===== config.mk =====
export PLATFORM = sky130hd
export DESIGN_NAME = bsc_cells
export DESIGN_NICKNAME = d
export VERILOG_FILES = /design/src/include/bsc_pkg.sv /design/src/hdl/bsc_cells.sv
export SDC_FILE = /design/constraint.sdc
export NUM_CORES = 1
export LEC_CHECK = 0
export BUFFER_PORTS_ARGS = -buffer_cell sky130_fd_sc_hd__buf_2
export CAP_MARGIN = 10
export CORE_MARGIN = 10
export CORE_UTILIZATION = 49
export DETAILED_ROUTE_END_ITERATION = 16
export PLACE_DENSITY_LB_ADDON = 0.1
export REMOVE_ABC_BUFFERS = 1
export SLEW_MARGIN = 20
export SYNTH_ARGS = -nofsm -noshare
export SYNTH_HDL_FRONTEND = slang
export SYNTH_SLANG_ARGS = --single-unit

===== constraint.sdc =====
create_clock -name clk -period 3.08 [get_ports clk]
set_input_delay 0.154 -clock clk [delete_from_list [all_inputs] [get_ports clk]]
set_output_delay 0.154 -clock clk [all_outputs]
set_load 0.005 [all_outputs]

===== src/include/bsc_pkg.sv =====
package bsc_pkg;

  localparam int          CHAIN_LEN   = 28;
  localparam int          GEN_LEN     = 6;
  localparam int          ADC_LEN     = 17;
  localparam int          DAC_W       = 10;
  localparam int          ADDR_W      = 12;
  localparam int          DATA_W      = 32;

  // chain bit positions, bit 0 is nearest tdo
  localparam int          IDX_GEN     = 0;
  localparam int          IDX_EXT_CLK = 6;
  localparam int          IDX_OSC_CLK = 7;
  localparam int          IDX_LF_CLK  = 8;
  localparam int          IDX_CMP_RES = 9;
  localparam int          IDX_COMP    = 10;
  localparam int          IDX_ADC     = 11;

  // level read on a clock line whose option is unused
  localparam logic        EXT_IDLE_LVL = 1'h0;
  localparam logic        OSC_IDLE_LVL = 1'h1;
  localparam logic        LF_IDLE_LVL  = 1'h1;

  localparam logic [11:0] OFS_CTRL    = 12'h000;
  localparam logic [11:0] OFS_STATUS  = 12'h004;
  localparam logic [11:0] OFS_CHAIN   = 12'h008;
  localparam logic [11:0] OFS_UPDATE  = 12'h00c;
  localparam int          CTRL_DRIVE  = 0;
  localparam int          STAT_DRIVE  = 0;
  localparam logic        CTRL_RST    = 1'h0;

  typedef struct packed {
    logic comparator_bandgap_enable;
    logic comparator_mux_select;
    logic comparator_off;
    logic lowfreq_osc_enable;
    logic main_osc_enable;
    logic ext_clock_input_enable;
  } bsc_gen_t;

  typedef struct packed {
    logic             neg_input_ground_enable;
    logic             external_channel_select;
    logic [DAC_W-1:0] dac_code;
    logic             gain_stage_power_on;
    logic             converter_power_on;
    logic             converter_bandgap_neg_enable;
    logic             gain_path_enable;
    logic             aclk;
  } bsc_adc_t;

  localparam bsc_gen_t GEN_RST = '0;

endpackage : bsc_pkg


===== src/hdl/bsc_cells.sv =====
// Behaviour
// - each external oscillator enable sits in a drive-and-observe scan cell
// - oscillator clock outputs are captured by observe-only cells, never driven
// - low-frequency oscillator scanned like the main clock: enable cell, clock observed
// - internal rc oscillator output is not part of the chain
// - unused clock options read fixed: external 0, crystal 1, low-frequency 1
// - enables held in the chain so sleep logic cannot cut pins off
// - comparator idle, result, mux select and bandgap enable each get a cell
// - every adc digital/analog control and observe signal has a scan cell
// - adc comparator result reads low while the converter is powered off
// - adc cells are observe-only, capturing without driving
`timescale 1ns/10ps
`default_nettype none

module bsc_cells (
  input  wire logic                        clk,
  input  wire logic                        sys_rst,
  input  wire logic [bsc_pkg::ADDR_W-1:0]  paddr,
  input  wire logic                        psel,
  input  wire logic                        penable,
  input  wire logic                        pwrite,
  input  wire logic [bsc_pkg::DATA_W-1:0]  pwdata,
  output logic      [bsc_pkg::DATA_W-1:0]  prdata,
  output logic                             pready,
  output logic                             pslverr,
  input  wire logic                        tck,
  input  wire logic                        tdi,
  input  wire logic                        scan_capture,
  input  wire logic                        scan_shift,
  input  wire logic                        scan_update,
  input  wire logic                        scan_extest,
  output logic                             tdo,
  input  wire bsc_pkg::bsc_gen_t           core_gen,
  output bsc_pkg::bsc_gen_t                gen_out,
  input  wire logic                        ext_clock_line,
  input  wire logic                        main_osc_clock,
  input  wire logic                        lowfreq_osc_clock,
  input  wire logic                        comparator_result,
  input  wire logic                        adc_comp,
  input  wire bsc_pkg::bsc_adc_t           adc_obs
);

  localparam int SYNC_W = 11;

  logic [SYNC_W-1:0]             sync1_r;
  logic [SYNC_W-1:0]             sync2_r;
  logic                          tck_d_r;
  logic                          tck_s;
  logic                          tdi_s;
  logic                          cap_s;
  logic                          shf_s;
  logic                          upd_s;
  logic                          ext_s;
  logic                          extc_s;
  logic                          osc_s;
  logic                          lf_s;
  logic                          cres_s;
  logic                          comp_s;
  logic                          tck_rise;
  logic [bsc_pkg::CHAIN_LEN-1:0] chain_r;
  logic [bsc_pkg::CHAIN_LEN-1:0] cap_val;
  bsc_pkg::bsc_gen_t             upd_r;
  bsc_pkg::bsc_gen_t             gen_out_r;
  logic                          drive_r;
  logic                          ctrl_drive_r;
  logic                          tdo_r;
  logic                          pready_r;
  logic                          pslverr_r;
  logic [bsc_pkg::DATA_W-1:0]    prdata_r;
  logic                          acc_done;

  ////////////////////////////////////////////////////////////////////
  // synchronisers: link pins and analog/osc lines are asynchronous

  always_ff @(posedge clk or posedge sys_rst) begin
    if (sys_rst) begin
      sync1_r <= '0;
      sync2_r <= '0;
      tck_d_r <= 1'h0;
    end else begin
      sync1_r <= {adc_comp, comparator_result, lowfreq_osc_clock, main_osc_clock,
                  ext_clock_line, scan_extest, scan_update, scan_shift,
                  scan_capture, tdi, tck};
      sync2_r <= sync1_r;
      tck_d_r <= tck_s;
    end
  end

  assign {comp_s, cres_s, lf_s, osc_s, extc_s, ext_s, upd_s, shf_s, cap_s, tdi_s,
          tck_s} = sync2_r;
  assign tck_rise = tck_s & ~tck_d_r;

  ////////////////////////////////////////////////////////////////////
  // capture values; rc oscillator has no cell at all

  always_comb begin
    cap_val = {adc_obs,
               comp_s & adc_obs.converter_power_on,
               cres_s & ~gen_out_r.comparator_off,
               gen_out_r.lowfreq_osc_enable ? lf_s  : bsc_pkg::LF_IDLE_LVL,
               gen_out_r.main_osc_enable    ? osc_s : bsc_pkg::OSC_IDLE_LVL,
               gen_out_r.ext_clock_input_enable ? extc_s : bsc_pkg::EXT_IDLE_LVL,
               gen_out_r};
  end

  ////////////////////////////////////////////////////////////////////
  // chain shift register, clocked by sampled tck rising edges

  always_ff @(posedge clk or posedge sys_rst) begin
    if (sys_rst) begin
      chain_r <= '0;
    end else if (tck_rise && cap_s) begin
      chain_r <= cap_val;
    end else if (tck_rise && shf_s) begin
      chain_r <= {tdi_s, chain_r[bsc_pkg::CHAIN_LEN-1:1]};
    end
  end

  always_ff @(posedge clk or posedge sys_rst) begin
    if (sys_rst) begin
      tdo_r <= 1'h0;
    end else begin
      tdo_r <= chain_r[0];
    end
  end

  // only the general cells own an update stage; observe cells cannot drive
  always_ff @(posedge clk or posedge sys_rst) begin
    if (sys_rst) begin
      upd_r <= bsc_pkg::GEN_RST;
    end else if (tck_rise && upd_s) begin
      upd_r <= chain_r[bsc_pkg::IDX_GEN +: bsc_pkg::GEN_LEN];
    end
  end

  ////////////////////////////////////////////////////////////////////
  // drive mux: scan value overrides core, incl. sleep gating

  always_ff @(posedge clk or posedge sys_rst) begin
    if (sys_rst) begin
      drive_r <= 1'h0;
    end else begin
      drive_r <= ctrl_drive_r & ext_s;
    end
  end

  always_ff @(posedge clk or posedge sys_rst) begin
    if (sys_rst) begin
      gen_out_r <= bsc_pkg::GEN_RST;
    end else begin
      gen_out_r <= drive_r ? upd_r : core_gen;
    end
  end

  ////////////////////////////////////////////////////////////////////
  // apb slave, one wait state

  function automatic logic reg_known(input logic [bsc_pkg::ADDR_W-1:0] a);
    reg_known = (a == bsc_pkg::OFS_CTRL) || (a == bsc_pkg::OFS_STATUS) ||
                (a == bsc_pkg::OFS_CHAIN) || (a == bsc_pkg::OFS_UPDATE);
  endfunction : reg_known

  assign acc_done = psel & penable & pready_r;

  always_ff @(posedge clk or posedge sys_rst) begin
    if (sys_rst) begin
      pready_r  <= 1'h0;
      pslverr_r <= 1'h0;
      prdata_r  <= '0;
    end else begin
      pready_r  <= psel & penable & ~pready_r;
      pslverr_r <= psel & penable & ~pready_r & ~reg_known(paddr);
      prdata_r  <= '0;
      if (psel && penable && !pready_r && !pwrite) begin
        case (paddr)
          bsc_pkg::OFS_CTRL:   prdata_r <= 32'(ctrl_drive_r);
          bsc_pkg::OFS_STATUS: prdata_r <= 32'(drive_r);
          bsc_pkg::OFS_CHAIN:  prdata_r <= 32'(chain_r);
          bsc_pkg::OFS_UPDATE: prdata_r <= 32'(upd_r);
          default:             prdata_r <= '0;
        endcase
      end
    end
  end

  always_ff @(posedge clk or posedge sys_rst) begin
    if (sys_rst) begin
      ctrl_drive_r <= bsc_pkg::CTRL_RST;
    end else if (acc_done && pwrite && paddr == bsc_pkg::OFS_CTRL) begin
      ctrl_drive_r <= pwdata[bsc_pkg::CTRL_DRIVE];
    end
  end

  assign prdata  = prdata_r;
  assign pready  = pready_r;
  assign pslverr = pslverr_r;
  assign tdo     = tdo_r;
  assign gen_out = gen_out_r;

  ////////////////////////////////////////////////////////////////////
  // checks

  ext_idle_read_a: assert property (@(posedge clk) disable iff (sys_rst)
    tck_rise && cap_s && !gen_out_r.ext_clock_input_enable
    |=> chain_r[bsc_pkg::IDX_EXT_CLK] == bsc_pkg::EXT_IDLE_LVL)
    else $error("unused external clock not read low");

  osc_idle_read_a: assert property (@(posedge clk) disable iff (sys_rst)
    tck_rise && cap_s && !gen_out_r.main_osc_enable
    |=> chain_r[bsc_pkg::IDX_OSC_CLK] == bsc_pkg::OSC_IDLE_LVL)
    else $error("unused crystal clock not read high");

  lf_idle_read_a: assert property (@(posedge clk) disable iff (sys_rst)
    tck_rise && cap_s && !gen_out_r.lowfreq_osc_enable
    |=> chain_r[bsc_pkg::IDX_LF_CLK] == bsc_pkg::LF_IDLE_LVL)
    else $error("unused low-frequency clock not read high");

  scan_drive_a: assert property (@(posedge clk) disable iff (sys_rst)
    drive_r |=> gen_out_r == $past(upd_r))
    else $error("driven enable does not follow update cell");

  core_pass_a: assert property (@(posedge clk) disable iff (sys_rst)
    !drive_r |=> gen_out_r == $past(core_gen))
    else $error("core enable not passed when not driving");

  adc_result_low_a: assert property (@(posedge clk) disable iff (sys_rst)
    tck_rise && cap_s && !adc_obs.converter_power_on
    |=> !chain_r[bsc_pkg::IDX_COMP])
    else $error("idle adc comparator result not low");

  adc_observe_a: assert property (@(posedge clk) disable iff (sys_rst)
    tck_rise && cap_s |=> chain_r[bsc_pkg::IDX_ADC +: bsc_pkg::ADC_LEN] == $past(adc_obs))
    else $error("adc signals not captured");

  cmp_idle_low_a: assert property (@(posedge clk) disable iff (sys_rst)
    tck_rise && cap_s && gen_out_r.comparator_off |=> !chain_r[bsc_pkg::IDX_CMP_RES])
    else $error("idle comparator result not low");

  shift_in_a: assert property (@(posedge clk) disable iff (sys_rst)
    tck_rise && shf_s && !cap_s |=> chain_r[bsc_pkg::CHAIN_LEN-1] == $past(tdi_s))
    else $error("chain did not shift in tdi");

  apb_wait_a: assert property (@(posedge clk) disable iff (sys_rst)
    psel && penable && !pready |=> pready ##1 !pready)
    else $error("apb ready not one wait state");

  ext_line_obs_a: assert property (@(posedge clk) disable iff (sys_rst)
    tck_rise && cap_s && gen_out_r.ext_clock_input_enable
    |=> chain_r[bsc_pkg::IDX_EXT_CLK] == $past(extc_s))
    else $error("enabled external clock line not captured");

  osc_line_obs_a: assert property (@(posedge clk) disable iff (sys_rst)
    tck_rise && cap_s && gen_out_r.main_osc_enable
    |=> chain_r[bsc_pkg::IDX_OSC_CLK] == $past(osc_s))
    else $error("enabled crystal clock not captured");

  lf_line_obs_a: assert property (@(posedge clk) disable iff (sys_rst)
    tck_rise && cap_s && gen_out_r.lowfreq_osc_enable
    |=> chain_r[bsc_pkg::IDX_LF_CLK] == $past(lf_s))
    else $error("enabled low-frequency clock not captured");

  gen_cell_obs_a: assert property (@(posedge clk) disable iff (sys_rst)
    tck_rise && cap_s
    |=> chain_r[bsc_pkg::IDX_GEN +: bsc_pkg::GEN_LEN] == $past(gen_out_r))
    else $error("general cells do not capture driven enables");

  cmp_result_obs_a: assert property (@(posedge clk) disable iff (sys_rst)
    tck_rise && cap_s && !gen_out_r.comparator_off
    |=> chain_r[bsc_pkg::IDX_CMP_RES] == $past(cres_s))
    else $error("active comparator result not captured");

  adc_comp_obs_a: assert property (@(posedge clk) disable iff (sys_rst)
    tck_rise && cap_s && adc_obs.converter_power_on
    |=> chain_r[bsc_pkg::IDX_COMP] == $past(comp_s))
    else $error("powered adc comparator result not captured");

  update_load_a: assert property (@(posedge clk) disable iff (sys_rst)
    tck_rise && upd_s
    |=> upd_r == $past(chain_r[bsc_pkg::IDX_GEN +: bsc_pkg::GEN_LEN]))
    else $error("update stage not loaded from general cells");

  update_hold_a: assert property (@(posedge clk) disable iff (sys_rst)
    !(tck_rise && upd_s)
    |=> upd_r == $past(upd_r))
    else $error("update stage changed outside an update");

  err_with_ready_a: assert property (@(posedge clk) disable iff (sys_rst)
    pslverr
    |-> pready)
    else $error("apb error without ready");

endmodule : bsc_cells

`default_nettype wire


# Word level (Yosys, flattened, before mapping)
# Index checks and enable logic that the tools add are counted.
[totals]
register_bits = 100
word_cells = 60
[op_classes]
bitwise = 12
n_mux = 8
n_eq_ne = 3
n_reduce_logical = 15
[ops]
columns = ["op", "n"]
rows = [
  ["one-hot mux 28 bit (4 select lines)", 1],
  ["two-way mux 28 bit", 3],
  ["== test 12 x 4 -> 1 bit, second input constant", 2],
  ["== test 12 x 3 -> 1 bit, second input constant", 1],
  ["zero test 12 bit", 1],
  ["AND 1 bit", 8],
  ["logical AND 1 bit", 8],
  ["two-way mux 6 bit", 1],
  ["inverter 1 bit", 4],
  ["logical OR 1 bit", 3],
  ["two-way mux 1 bit", 3],
  ["zero test 1 bit", 2],
  ["nonzero test 2 bit", 1],
]

# Longest topological paths before layout
[depth]
depth_word = 6
mapped_depth = 5

# Worst setup path after synthesis
# No wires, ideal clock.
[synth_path]
path_type = "register to register"
start = "reg sync2_r[0]"
end = "reg chain_r[0] (netlist bit)"
slack_ns = 1.840
setup_time_ns = 0.137
stages_incl_launch_ff = 6
arrival_time_ns = 1.103
synth_period_minus_slack_ns = 1.240
cell_sequence = "dfrtp_1 -> nand3b_1 -> buf_4 -> buf_4 -> mux2i_1 -> a21oi_1"
[synth_via]
elab_chain_len = 3
word_cells_on_any_way = 5
[synth_lines]
columns = ["item", "line_no", "source"]
rows = [
  ["start: declaration", "bsc_cells.sv:46", "logic [SYNC_W-1:0] sync2_r;"],
  ["start signal: assignment", "bsc_cells.sv:84", "sync2_r <= sync1_r;"],
  ["AND 1 bit *", "bsc_cells.sv:91", "assign tck_rise = tck_s & ~tck_d_r;"],
  ["logical AND 1 bit (on tied branches)", "bsc_cells.sv:112, bsc_cells.sv:114", ""],
  ["two-way mux 28 bit / nonzero test 2 bit (equally long branches)", "--", ""],
  ["end signal: assignment", "bsc_cells.sv:113", "chain_r <= cap_val;"],
  ["end signal: assignment", "bsc_cells.sv:115", "chain_r <= {tdi_s, chain_r[bsc_pkg::CHAIN_LEN-1:1]};"],
  ["end: declaration", "bsc_cells.sv:60", "logic [bsc_pkg::CHAIN_LEN-1:0] chain_r;"],
]
# Mark *: on every way between the ends. The rest lies on a longest branch, timed or not.
# A chain may end at the register's enable or synchronous reset.

# Worst setup path after layout
[layout_path]
start = "reg sync2_r[0]"
end = "reg chain_r[13] (netlist bit)"
# The elaborated chain is that of the path after synthesis.

==> run metrics <==
Distinct cells, synth=28; Hold Path Class=in -> reg; Crit Reg-Reg Endpoint=chain_r[13]; Max-Slew Margin vs Limit=0.537; status=finished clean; CTS tree=built; share of layout cells above drive strength 1=0.339; met3 Usage GRT=0.0420; FILL cells=approximately 620; CTS buffer count=9; synth warn=0; Setup Crit Path Kind=reg -> reg; routing usage on met1=0.169; Global Route met2 Usage=0.218; initial antenna violation count=0; worst vdd ir=0.000336 V; Slew Viols, Final=0; area of the multi-input gates=about 1100 µm²; CTS resizes=0; P&R area growth vs syn=22.4%; clock slew at reported path FFs=90 ps; Leak=roughly 2.4 nW; # diodes=0; fin nets=450; P_sw=approximately 630 µW; Reg-to-Reg Start=sync2_r[0]; Arr. time, crit path=roughly 1600 ps; Worst Setup SP=sync2_r[0]; fmax=about 700 MHz; syn avg cell area=about 14 µm²; Sequential Power Share=0.588; sequential area share after synthesis=0.665; final setup violation count=0; DIE WIDTH=roughly 110 µm; drc violations=0; IO Port Bufs=88; Tmin final=~1400 ps; PwrDens=between 500 and 600 nW/µm²; Routed WL per cell=between 15 and 20 µm; die span in y=approximately 110 µm; Tightest Pin Transition=a little under 700 ps; H-tree depth=3; GR Overflow Total=0; largest net degree at the start of global routing=59; Pint=1.92 mW; Layout Skew=7.80 ps; Synth Register Bits=96; Ports=124; Tot Pwr=between 2 and 3 mW; dominant synthesized flop cell=dfrtp_1; postcts setup bufs=0; fin crit share=0.467; Starting Density=0.501; CTS Sinks=96; Switching Fraction=0.249; # rows=31; hold buffer count at CTS=12; Post-synth ARST share=1.00; Initial DRC Count=~90; Seq. cell area=2400 µm²; Longest Clk Path Bufs=2; Worst Setup End Kind=register; hold slack=21.7 ps; EDFF count, synth=0; via count=2,292; mapped cell area=roughly 3600 µm²; type of origin of the critical path=register; routability cong.=0.756; Via density=roughly 4.9; Clk Latency, worst-skew pair=approximately 340 ps; clock group share of total power=0.301; Setup TNS=0 ps; Pre-antenna DRT Iters=5; Clock Tree Root=clkbuf_8; Logic pwr share=0.112; Synth Instances=between 200 and 300; gr busiest metal=met2; Fin. Hold Viols=0; RSZ-0062 raised after global routing=no; Worst Path Required=between 3000 and 4000 ps; first-pass GRT wire length=approximately 12,000 µm; crit-path max FO=28; CORE AREA=approximately 7200 µm²; number of global-route vias before repair=2,440; R2R depth=4; DP HPWL=between 4000 and 5000 µm; CP Capture Point=chain_r[13]; R2R setup slack=roughly 1600 ps; All-Layer GR Usage=0.136; Final ANT Viol Nets=0; die area=between 10,000 and 15,000 µm²; max-cap violations=0; final WL=7300 µm
-- layout by cell type (no fill, tap or decap) --
master / count
a21oi_1: 31
a311oi_1: 1
and2_1: 2
and3_1: 22
and4_4: 1
and4bb_1: 1
buf_2: 88
buf_4: 5
clkbuf_8: 12
clkinv_2: 2
clkinv_4: 2
conb_1: 4
dfrtp_1: 96
dlygate4sd3_1: 12
inv_1: 1
inv_4: 1
mux2_1: 1
mux2_2: 12
mux2i_1: 33
mux4_2: 1
nand2_1: 2
nand3_1: 1
nand3b_1: 3
nand4_1: 1
nor2_1: 25
nor2b_1: 1
nor3_1: 5
nor3b_1: 2
nor4_4: 2
nor4bb_1: 2
-- layout make-up --
type                    count  share of cell area
clock buffers              12              0.0373
clock inverters             4             0.00622
inverters                   2             0.00226
multi-input cells         153               0.248
flip-flops and latches     96               0.543
well taps                  99              0.0280
repair buffers            105               0.135
-- power groups by stage --
| stage | combinational [mW] | clock (mW) | sequential (mW) |
|---|---|---|---|
| after floorplan | 0.197 | 0 | 1.49 |
| after global placement | 0.271 | 0 | 1.52 |
| after detailed placement | 0.278 | 0 | 1.53 |
| after CTS | 0.290 | 0.793 | 1.50 |
| after global routing | 0.325 | 0.850 | 1.53 |
| final | 0.285 | 0.767 | 1.50 |
-- sequential cells by signal, summed over array words and instances, names as in the netlist --
name	count
sync1_r	11
ctrl_drive_r	1
sync2_r	11
tck_d_r	1
chain_r	28
pready	1
drive_r	1
prdata	28
pslverr	1
upd_r	6
tdo	1
gen_out	6
-- cells in the mapped netlist (all sizes together) (3+ instances only) --
cell,number,share of area
dfrtp,96,0.67
mux2i,33,0.091
a21oi,31,0.043
nor2,25,0.026
and3,22,0.038
buf,13,0.026
mux2,13,0.041
clkbuf,6,0.0062
nor3,5,0.0069
nand3b,3,0.0062
-- stage by stage --
stage / util / cells / worst slack (ps) / instance area (µm²)
global placement: 0.570 / 443 / 1690 / 4110
CTS: 0.613 / 471 / 1640 / 4420
global route: 0.613 / 471 / 1530 / 4420
floorplan: - / 251 / 421 / 3510
detailed placement: 0.570 / 443 / 1640 / 4110
finish: 0.613 / 471 / 1640 / 4420
-- how the worst min path moves through the flow --
stage / start / to / cells past startpoint
after floorplan: tck / sync1_r[0] / 0
after global placement: scan_shift / sync1_r[3] / 1
after detailed placement: comparator_result / sync1_r[9] / 1
after CTS: pwdata[0] / ctrl_drive_r / 2
after global routing: pwdata[0] / ctrl_drive_r / 2
final: pwdata[0] / ctrl_drive_r / 2
-- critical path, cell delays in order (launching register included) --
cell      delay [ps]
dfrtp_1          410
nand3b_1          90
buf_4            430
mux2i_1          270
a21oi_1           90
-- cell families after synthesis --
group / synth area share
flip-flops: 0.665
AND/OR/NAND/NOR: 0.116
multiplexers: 0.138
AO/OA/AOI/OAI: 0.0454
buffers and inverters: 0.0346
other: 0.00104
-- per-layer routing --
metal  wire length (µm)  share of wire
met1               3290           0.45
met2               3500           0.48
met3                434          0.059
met4                 75          0.010
met5                  0              0
No activity file was read; power rests on OpenSTA's default activity.
